File: config.mk
export PLATFORM = sky130hd
export DESIGN_NAME = btg_billing_tone
export DESIGN_NICKNAME = d
export VERILOG_FILES = /design/src/hdl/btg_pkg.sv /design/src/hdl/btg_billing_tone.sv /design/src/hdl/btg_envelope.sv /design/src/hdl/btg_oscillator.sv
export SDC_FILE = /design/constraint.sdc
export NUM_CORES = 2
export LEC_CHECK = 0
export BUFFER_PORTS_ARGS = -buffer_cell sky130_fd_sc_hd__buf_2
export CAP_MARGIN = 40
export CORE_MARGIN = 1.5
export CORE_UTILIZATION = 55
export CTS_CLUSTER_DIAMETER = 150
export DETAILED_ROUTE_END_ITERATION = 8
export GPL_TIMING_DRIVEN = 0
export PLACE_DENSITY = 0.79
export SETUP_SLACK_MARGIN = 0.1
export SYNTH_ARGS = -nofsm -noshare
export SYNTH_HDL_FRONTEND = slang
export SYNTH_SLANG_ARGS = --single-unit
export TNS_END_PERCENT = 5
File: constraint.sdc
create_clock -name core_clk -period 10.25 [get_ports core_clk]
set_clock_uncertainty 0.05 [all_clocks]
set_input_delay 2.05 -clock core_clk [delete_from_list [all_inputs] [get_ports core_clk]]
set_output_delay 2.05 -clock core_clk [all_outputs]
set_load 0.05 [all_outputs]
File: src/hdl/btg_pkg.sv
// constants shared by the billing tone generator
//
// Summary of operation
// - sinusoid uses the recursive tone algorithm, updated at 64 kHz
// - oscillator always starts at phase zero; no phase register exists
// - cadence timers advance once per 8 kHz frame period
// - active and inactive durations are 16 bits over two byte registers each
// - while turning on, ramp rate is added to volume every 8 kHz tick
// - every oscillator sample is multiplied by volume before the DAC
// - when switched off, volume falls by ramp rate each tick to zero
// - one control register holds state bit and three enable bits
// - active and inactive timer expiry raise separate interrupt events
// - pending bit sets only if enabled; write one clears, zero keeps
// - active-low interrupt asserted while any status bit is set
package btg_pkg;
   // ****************************************************************
   // timing
   // ****************************************************************
   localparam int CLK_HZ = 10_000_000;
   localparam int SAMPLE_HZ = 64_000;
   localparam int SAMPLE_CYCLES = CLK_HZ / SAMPLE_HZ;
   localparam int SAMPLES_PER_FRAME = 8;
   // ****************************************************************
   // direct register offsets
   // ****************************************************************
   localparam logic [6:0] ADDR_INT_STATUS = 7'h13;
   localparam logic [6:0] ADDR_INT_ENABLE = 7'h16;
   localparam logic [6:0] ADDR_IND_DATA_LO = 7'h1C;
   localparam logic [6:0] ADDR_IND_DATA_HI = 7'h1D;
   localparam logic [6:0] ADDR_IND_WRITE = 7'h1E;
   localparam logic [6:0] ADDR_IND_READ = 7'h1F;
   localparam logic [6:0] ADDR_CONTROL = 7'h23;
   localparam logic [6:0] ADDR_ACTIVE_LO = 7'h2C;
   localparam logic [6:0] ADDR_ACTIVE_HI = 7'h2D;
   localparam logic [6:0] ADDR_INACTIVE_LO = 7'h2E;
   localparam logic [6:0] ADDR_INACTIVE_HI = 7'h2F;
   // ****************************************************************
   // indirect register offsets
   // ****************************************************************
   localparam logic [7:0] IND_RAMP_RATE = 8'h17;
   localparam logic [7:0] IND_AMPLITUDE = 8'h18;
   localparam logic [7:0] IND_FREQUENCY = 8'h19;
   // ****************************************************************
   // field positions and values
   // ****************************************************************
   localparam int CTL_OSC_EN_BIT = 0;
   localparam int CTL_INACT_EN_BIT = 1;
   localparam int CTL_ACT_EN_BIT = 2;
   localparam int CTL_STATE_BIT = 3;
   localparam int INT_ACTIVE_BIT = 0;
   localparam int INT_INACTIVE_BIT = 1;
   localparam logic [15:0] VOLUME_FULL = 16'h7FFF;
   localparam logic [15:0] REG16_RESET = 16'h0000;
   localparam logic [7:0] REG8_RESET = 8'h00;
   typedef enum logic [1:0] {
      BTG_IDLE = 2'b00,
      BTG_ACTIVE = 2'b01,
      BTG_INACTIVE = 2'b10
   } btg_cadence_e;
endpackage : btg_pkg

File: src/hdl/btg_billing_tone.sv
// billing tone generator: registers, cadence, ticks and DAC output
`timescale 1ns/1ns
`default_nettype none
module btg_billing_tone #(
   parameter int SAMPLE_CYCLES = btg_pkg::SAMPLE_CYCLES
) (
   // clock and reset
   input wire logic core_clk,
   input wire logic reset_n,
   // direct register access
   input wire logic [6:0] reg_addr,
   input wire logic [7:0] reg_wdata,
   input wire logic reg_wr,
   input wire logic reg_rd,
   output logic [7:0] reg_rdata,
   output logic reg_rvalid,
   // DAC stream
   output logic [15:0] dac_sample,
   output logic dac_valid,
   // interrupt
   output logic int_n
);
   // ****************************************************************
   // sample and frame ticks
   // ****************************************************************
   logic [15:0] div_cnt;
   logic [2:0] sub_cnt;
   logic sample_tick;
   logic frame_tick;

   assign sample_tick = (div_cnt == 16'(SAMPLE_CYCLES - 1));
   assign frame_tick = sample_tick &&
      (sub_cnt == 3'(btg_pkg::SAMPLES_PER_FRAME - 1));

   always_ff @(posedge core_clk or negedge reset_n) begin
      if (!reset_n) begin
         div_cnt <= 16'h0000;
      end else if (sample_tick) begin
         div_cnt <= 16'h0000;
      end else begin
         div_cnt <= div_cnt + 16'h0001;
      end
   end

   // eight sinusoid samples make one cadence frame
   always_ff @(posedge core_clk or negedge reset_n) begin
      if (!reset_n) begin
         sub_cnt <= 3'h0;
      end else if (sample_tick) begin
         sub_cnt <= sub_cnt + 3'h1;
      end
   end

   // ****************************************************************
   // registers
   // ****************************************************************
   logic [15:0] ramp_rate;
   logic [15:0] amp_coeff;
   logic [15:0] freq_coeff;
   logic [15:0] ind_data;
   logic [15:0] active_time;
   logic [15:0] inactive_time;
   logic osc_en;
   logic act_en;
   logic inact_en;
   logic [1:0] int_enable;
   logic [1:0] int_status;
   logic ind_wr;
   logic ind_rd;

   assign ind_wr = reg_wr && (reg_addr == btg_pkg::ADDR_IND_WRITE);
   assign ind_rd = reg_wr && (reg_addr == btg_pkg::ADDR_IND_READ);

   // indirect space only through the data and address registers
   always_ff @(posedge core_clk or negedge reset_n) begin
      if (!reset_n) begin
         ramp_rate <= btg_pkg::REG16_RESET;
         amp_coeff <= btg_pkg::REG16_RESET;
         freq_coeff <= btg_pkg::REG16_RESET;
      end else if (ind_wr) begin
         case (reg_wdata)
            btg_pkg::IND_RAMP_RATE: ramp_rate <= ind_data;
            btg_pkg::IND_AMPLITUDE: amp_coeff <= ind_data;
            btg_pkg::IND_FREQUENCY: freq_coeff <= ind_data;
            default: ;
         endcase
      end
   end

   // data pair is written by software or filled by an indirect read
   always_ff @(posedge core_clk or negedge reset_n) begin
      if (!reset_n) begin
         ind_data <= btg_pkg::REG16_RESET;
      end else if (ind_rd) begin
         case (reg_wdata)
            btg_pkg::IND_RAMP_RATE: ind_data <= ramp_rate;
            btg_pkg::IND_AMPLITUDE: ind_data <= amp_coeff;
            btg_pkg::IND_FREQUENCY: ind_data <= freq_coeff;
            default: ind_data <= btg_pkg::REG16_RESET;
         endcase
      end else if (reg_wr && reg_addr == btg_pkg::ADDR_IND_DATA_LO) begin
         ind_data[7:0] <= reg_wdata;
      end else if (reg_wr && reg_addr == btg_pkg::ADDR_IND_DATA_HI) begin
         ind_data[15:8] <= reg_wdata;
      end
   end

   always_ff @(posedge core_clk or negedge reset_n) begin
      if (!reset_n) begin
         active_time <= btg_pkg::REG16_RESET;
         inactive_time <= btg_pkg::REG16_RESET;
      end else if (reg_wr) begin
         case (reg_addr)
            btg_pkg::ADDR_ACTIVE_LO: active_time[7:0] <= reg_wdata;
            btg_pkg::ADDR_ACTIVE_HI: active_time[15:8] <= reg_wdata;
            btg_pkg::ADDR_INACTIVE_LO: inactive_time[7:0] <= reg_wdata;
            btg_pkg::ADDR_INACTIVE_HI: inactive_time[15:8] <= reg_wdata;
            default: ;
         endcase
      end
   end

   always_ff @(posedge core_clk or negedge reset_n) begin
      if (!reset_n) begin
         osc_en <= 1'b0;
         act_en <= 1'b0;
         inact_en <= 1'b0;
      end else if (reg_wr && reg_addr == btg_pkg::ADDR_CONTROL) begin
         osc_en <= reg_wdata[btg_pkg::CTL_OSC_EN_BIT];
         act_en <= reg_wdata[btg_pkg::CTL_ACT_EN_BIT];
         inact_en <= reg_wdata[btg_pkg::CTL_INACT_EN_BIT];
      end
   end

   always_ff @(posedge core_clk or negedge reset_n) begin
      if (!reset_n) begin
         int_enable <= 2'h0;
      end else if (reg_wr && reg_addr == btg_pkg::ADDR_INT_ENABLE) begin
         int_enable <= reg_wdata[1:0];
      end
   end

   // ****************************************************************
   // cadence
   // ****************************************************************
   btg_pkg::btg_cadence_e cadence;
   btg_pkg::btg_cadence_e next_cadence;
   logic [15:0] timer;
   logic timer_done;
   logic act_expire;
   logic inact_expire;
   logic tone_on;
   logic start;

   assign timer_done = frame_tick && (timer == 16'h0000);
   assign act_expire = (cadence == btg_pkg::BTG_ACTIVE) && act_en &&
      timer_done;
   assign inact_expire = (cadence == btg_pkg::BTG_INACTIVE) && inact_en &&
      timer_done;
   assign tone_on = osc_en && (cadence == btg_pkg::BTG_ACTIVE);

   always_comb begin
      next_cadence = cadence;
      case (cadence)
         btg_pkg::BTG_IDLE: begin
            if (osc_en) begin
               next_cadence = btg_pkg::BTG_ACTIVE;
            end
         end
         btg_pkg::BTG_ACTIVE: begin
            if (!osc_en) begin
               next_cadence = btg_pkg::BTG_IDLE;
            end else if (act_expire) begin
               next_cadence = btg_pkg::BTG_INACTIVE;
            end
         end
         btg_pkg::BTG_INACTIVE: begin
            if (!osc_en) begin
               next_cadence = btg_pkg::BTG_IDLE;
            end else if (inact_expire) begin
               next_cadence = btg_pkg::BTG_ACTIVE;
            end
         end
         default: next_cadence = btg_pkg::BTG_IDLE;
      endcase
   end

   // oscillator restarts at each new on interval
   assign start = (next_cadence == btg_pkg::BTG_ACTIVE) &&
      (cadence != btg_pkg::BTG_ACTIVE);

   always_ff @(posedge core_clk or negedge reset_n) begin
      if (!reset_n) begin
         cadence <= btg_pkg::BTG_IDLE;
      end else begin
         cadence <= next_cadence;
      end
   end

   // each interval reloads its own duration and counts 8 kHz frames
   always_ff @(posedge core_clk or negedge reset_n) begin
      if (!reset_n) begin
         timer <= 16'h0000;
      end else if (start) begin
         timer <= active_time;
      end else if (act_expire && osc_en) begin
         timer <= inactive_time;
      end else if (frame_tick && timer != 16'h0000) begin
         timer <= timer - 16'h0001;
      end
   end

   // ****************************************************************
   // interrupt status
   // ****************************************************************
   logic [1:0] int_set;
   logic [1:0] int_clr;

   assign int_set = {inact_expire, act_expire} & int_enable;
   assign int_clr = (reg_wr && reg_addr == btg_pkg::ADDR_INT_STATUS) ?
      reg_wdata[1:0] : 2'h0;

   // a new event wins over a clear in the same cycle
   always_ff @(posedge core_clk or negedge reset_n) begin
      if (!reset_n) begin
         int_status <= 2'h0;
      end else begin
         int_status <= (int_status & ~int_clr) | int_set;
      end
   end

   assign int_n = ~|int_status;

   // ****************************************************************
   // tone path
   // ****************************************************************
   logic [15:0] osc_sample;
   logic [15:0] volume;
   logic signed [32:0] scaled;

   btg_oscillator u_osc (
      .core_clk(core_clk),
      .reset_n(reset_n),
      .restart(start),
      .sample_tick(sample_tick),
      .freq_coeff(freq_coeff),
      .amp_coeff(amp_coeff),
      .sample(osc_sample)
   );

   btg_envelope u_env (
      .core_clk(core_clk),
      .reset_n(reset_n),
      .frame_tick(frame_tick),
      .tone_on(tone_on),
      .ramp_rate(ramp_rate),
      .volume(volume)
   );

   assign scaled = $signed(osc_sample) * $signed({1'b0, volume});

   always_ff @(posedge core_clk or negedge reset_n) begin
      if (!reset_n) begin
         dac_sample <= 16'h0000;
         dac_valid <= 1'b0;
      end else begin
         dac_valid <= sample_tick;
         if (sample_tick) begin
            dac_sample <= scaled[30:15];
         end
      end
   end

   // ****************************************************************
   // read back
   // ****************************************************************
   logic [7:0] next_rdata;

   always_comb begin
      next_rdata = 8'h00;
      case (reg_addr)
         btg_pkg::ADDR_CONTROL: begin
            next_rdata[btg_pkg::CTL_OSC_EN_BIT] = osc_en;
            next_rdata[btg_pkg::CTL_INACT_EN_BIT] = inact_en;
            next_rdata[btg_pkg::CTL_ACT_EN_BIT] = act_en;
            next_rdata[btg_pkg::CTL_STATE_BIT] = tone_on;
         end
         btg_pkg::ADDR_INT_STATUS: next_rdata = {6'h00, int_status};
         btg_pkg::ADDR_INT_ENABLE: next_rdata = {6'h00, int_enable};
         btg_pkg::ADDR_IND_DATA_LO: next_rdata = ind_data[7:0];
         btg_pkg::ADDR_IND_DATA_HI: next_rdata = ind_data[15:8];
         btg_pkg::ADDR_ACTIVE_LO: next_rdata = active_time[7:0];
         btg_pkg::ADDR_ACTIVE_HI: next_rdata = active_time[15:8];
         btg_pkg::ADDR_INACTIVE_LO: next_rdata = inactive_time[7:0];
         btg_pkg::ADDR_INACTIVE_HI: next_rdata = inactive_time[15:8];
         default: next_rdata = 8'h00;
      endcase
   end

   always_ff @(posedge core_clk or negedge reset_n) begin
      if (!reset_n) begin
         reg_rdata <= 8'h00;
         reg_rvalid <= 1'b0;
      end else begin
         reg_rvalid <= reg_rd;
         if (reg_rd) begin
            reg_rdata <= next_rdata;
         end
      end
   end
endmodule : btg_billing_tone
`default_nettype wire

File: src/hdl/btg_envelope.sv
// linear volume envelope for the billing tone
`timescale 1ns/1ns
`default_nettype none
module btg_envelope (
   // clock and reset
   input wire logic core_clk,
   input wire logic reset_n,
   // control
   input wire logic frame_tick,
   input wire logic tone_on,
   input wire logic [15:0] ramp_rate,
   // output
   output logic [15:0] volume
);
   logic [16:0] sum;
   logic [15:0] next_volume;

   always_comb begin
      sum = {1'b0, volume} + {1'b0, ramp_rate};
      if (tone_on) begin
         if (sum >= {1'b0, btg_pkg::VOLUME_FULL}) begin
            next_volume = btg_pkg::VOLUME_FULL;
         end else begin
            next_volume = sum[15:0];
         end
      end else if (volume <= ramp_rate) begin
         next_volume = 16'h0000;
      end else begin
         next_volume = volume - ramp_rate;
      end
   end

   always_ff @(posedge core_clk or negedge reset_n) begin
      if (!reset_n) begin
         volume <= 16'h0000;
      end else if (frame_tick) begin
         volume <= next_volume;
      end
   end
endmodule : btg_envelope
`default_nettype wire

File: src/hdl/btg_oscillator.sv
// recursive sinusoid oscillator for the billing tone
`timescale 1ns/1ns
`default_nettype none
module btg_oscillator (
   // clock and reset
   input wire logic core_clk,
   input wire logic reset_n,
   // control
   input wire logic restart,
   input wire logic sample_tick,
   input wire logic [15:0] freq_coeff,
   input wire logic [15:0] amp_coeff,
   // output
   output logic [15:0] sample
);
   logic signed [15:0] y_cur;
   logic signed [15:0] y_prev;
   logic signed [31:0] product;
   logic signed [32:0] next_wide;
   logic signed [15:0] next_y;

   // y[n] = 2*c*y[n-1] - y[n-2], with c scaled by 2^15
   always_comb begin
      product = $signed(freq_coeff) * y_cur;
      next_wide = 33'(product >>> 14) - 33'(y_prev);
      if (next_wide > 33'sh0_0000_7FFF) begin
         next_y = 16'sh7FFF;
      end else if (next_wide < -33'sh0_0000_8000) begin
         next_y = -16'sh8000;
      end else begin
         next_y = next_wide[15:0];
      end
   end

   always_ff @(posedge core_clk or negedge reset_n) begin
      if (!reset_n) begin
         y_cur <= 16'sh0000;
         y_prev <= 16'sh0000;
      end else if (restart) begin
         // fixed starting phase: first output is zero
         y_cur <= $signed(amp_coeff);
         y_prev <= 16'sh0000;
      end else if (sample_tick) begin
         y_prev <= y_cur;
         y_cur <= next_y;
      end
   end

   assign sample = y_prev;
endmodule : btg_oscillator
`default_nettype wire

==> results.cfg <==
[place]
io_buffers = 40
post-dp-hpwl_mm = 63.7
gp_congestion = 0.989
placed_cell_area_um2 = 31200

[timing]
finalCriticalPeriod_ns = 9.60
rsz0062_at_grt = false
finalHoldViolCount = 0
tns_ns = 0
tightest_slew_ns = 1.01
holdWs_ns = 0.424
final_max_slew_viol_count = 0
setup_viol = 0
max-slew-margin-rel = 0.321
timing.final.crit_share = 0.937
fmax_mhz = 104

[outcome]
status = completed

[critical_path]
reg2reg_slack_ns = 0.65
required_ns = 10.63
slowest_stage = o311ai_0
cp_common_cell = fa_1
critPathTopFamily = adder cells
path_class = reg2reg
r2r-start = u_osc.y_cur[7]$_DFFE_PN0P_
critPathArrivalTime_ns = 9.98
ff2ff_path_depth = 31
critPathCaptureType = flip-flop
max_stage_delay_ns = 0.77
crit_buf_inv = 6
critPathMaxFanout = 10
start_kind = flip-flop
reg2reg_to = u_osc.y_cur[9]$_DFFE_PN0P_

[finish]
drive_gt1_frac = 0.0651
diodes = 0
stdcell_area_um2 = 32200
nFillCells = 4481
synthToLayoutAreaGrowth_pct = 6.85
nets = 4063
ff_latch_area_um2 = 5360
multiInputGateArea_um2 = 21800

[power]
p_per_area_nw_per_um2 = 66.3
vdd_drop_max_mv = 0.187
p_leak_nw = 16.0

[min_path]
min_from = dac_sample[3]$_DFFE_PN0P_
min_path_cells = 2
min_to = dac_sample[3]$_DFFE_PN0P_
hold_path_class = reg2reg

[synthesis]
post_synth_main_area_contributors = fa_1 30%, dfrtp_1 18%, ha_1 10%, inv_1 7.5%, nand2_1 5.4%
synth_top_area_frac = 0.304
synth_cell_types = 95
yosysWarnings = 0
syn_nets = 3995
syn_area_per_cell_um2 = 9.18
yosys.area.top_type = fa_1
yosysMostFrequentCell = inv_1
async_flop_share = 1.00
ys_seq_area_frac = 0.178
synth.cells.most_frequent = 602 x inv_1, 457 x fa_1, 432 x nand2_1, 241 x ha_1, 214 x dfrtp_1
synth_ff_type = dfrtp_1
syn_area_um2 = 30100
syn_inst = 3278
ys_ff_latch = 214
synth_edf_count = 0

[flow_run]
maxCapViolations = 0

[detailed_routing]
num_vias = 23600
ant_nets = 0
drc = 0
wl_per_cell_um = 19.7
dr.pass1.iters = 6
via_per_inst = 5.81
drt_iter0_drc = 1950
wl_mm = 80.1

[clock_tree]
cts-root-buf = clkbuf_16
clk_latency_ns = 0.56
hold_buffers = 0
htreeDepth = 1
cts_made_buffers = 25
cts_tree = yes
ctsLongestPathBuffers = 3
cts_sinks = 214
clk_pin_slew_ns = 0.06

[global_route]
grt_usage = 0.294
overflow = 0
grt_first_pass_wirelength_mm = 129
antenna_found_initial = 1
grt_pass1_vias = 24100
grt_max_degree = 116

[floorplanning]
ios = 46
die_y_um = 237
coreArea_um2 = 53900
die-area_um2 = 56100
num_rows = 85
start_util = 0.558
die_width_um = 237
## power by group
group	switching [mW]	leakage, nW	internal [mW]	total [mW]
combinational	0.105	12.7	0.0664	0.171
clock	0.386	0.450	0.622	1.01
sequential	0.0646	2.84	0.887	0.952
total	0.556	16.0	1.58	2.13
## metrics by stage
| stage | instances | util | total power, mW | setup WS (ns) |
|---|---|---|---|---|
| 2_1_floorplan | 3278 | - | 1.05 | 2.18 |
| 3_3_place_gp | 4014 | 0.578 | 1.13 | 0.639 |
| 3_5_place_dp | 4017 | 0.579 | 1.13 | 0.553 |
| 4_1_cts | 4062 | 0.596 | 2.14 | 0.518 |
| 5_1_grt | 4060 | 0.596 | 2.19 | 0.128 |
| 6_report | 4060 | 0.596 | 2.13 | 0.650 |
## worst min-delay path: cells and delay by family, from the launching register on
family	cells	cell delay, ns
and+or+nand+nor	1	0.05
AOI/OAI and AO/OA	1	0.06
DFF	1	0.33
## cells in the final DEF, fill, tap and decap left out, types with 49 or more instances in the layout
cell and count:
fa_1 457, xnor2_1 69, and2_1 212, ha_1 241, nor2_1 129, o21ai_0 107, nand2_1 432, buf_2 49
a21oi_1 114, clkbuf_1 119, mux2_2 70, inv_1 602, dfrtp_1 214
## cell type report
cell class                      count  share of cell area
Inverter                          605              0.0706
Tap cell                          696              0.0271
Multi-Input combinational cell   2316               0.679
Clock inverter                     10             0.00634
Sequential cell                   214               0.167
Buffer                            141              0.0190
Timing Repair Buffer               43             0.00841
Clock buffer                       35              0.0225
## routing by layer
layer  vias to the layer above  global-route usage  part of all wire
met5                         -                   0                 0
met1                     11700               0.393              0.40
met4                         0               0.130             0.052
met2                      1084               0.482              0.46
li1                      10500                   -                 -
met3                       260              0.0365             0.082
## flip-flops by register name, summed over array words and instances, names as in the netlist
signal         count
freq_coeff        16
int_enable         2
timer             16
sub_cnt            3
act_en             1
ramp_rate         16
int_status         2
dac_sample        16
dac_valid          1
u_osc.y_cur       16
inactive_time     16
reg_rdata          8
u_osc.sample      16
osc_en             1
ind_data          16
reg_rvalid         1
div_cnt           16
cadence            2
inact_en           1
amp_coeff         16
active_time       16
u_env.volume      16
## worst max-delay path by stage
stage	startpoint	endpoint	slack (ns)	cells after the start
final	u_osc.y_cur[7]$_DFFE_PN0P_	u_osc.y_cur[9]$_DFFE_PN0P_	0.65	31
after global routing	freq_coeff[15]$_DFFE_PN0P_	u_osc.y_cur[8]$_DFFE_PN0P_	0.13	32
after CTS	u_osc.y_cur[9]$_DFFE_PN0P_	u_osc.y_cur[9]$_DFFE_PN0P_	0.52	29
after detailed placement	u_osc.y_cur[9]$_DFFE_PN0P_	u_osc.y_cur[9]$_DFFE_PN0P_	0.55	29
after global placement	freq_coeff[9]$_DFFE_PN0P_	u_osc.y_cur[9]$_DFFE_PN0P_	0.64	30
after floorplan	u_osc.y_cur[9]$_DFFE_PN0P_	u_osc.y_cur[10]$_DFFE_PN0P_	2.18	31
## timing repair
action | CTS | global route
buffers inserted | 0 | 0
resized for setup | 0 | 1
endpoints found under the setup margin | 0 | 15
## kinds of logic (layout without fill, tap and decap cells)
logic type	after synthesis	after routing	synth area share
adder cells (fa/ha/maj)	698	698	0.404
multiplexers	104	104	0.0396
AND/OR/NAND/NOR	981	981	0.159
XOR/XNOR	90	90	0.0262
AO/OA/AOI/OAI	443	443	0.0967
flip-flops	214	214	0.178
buffers and inverters	748	834	0.0960
No activity file was read; power rests on OpenSTA's default activity.
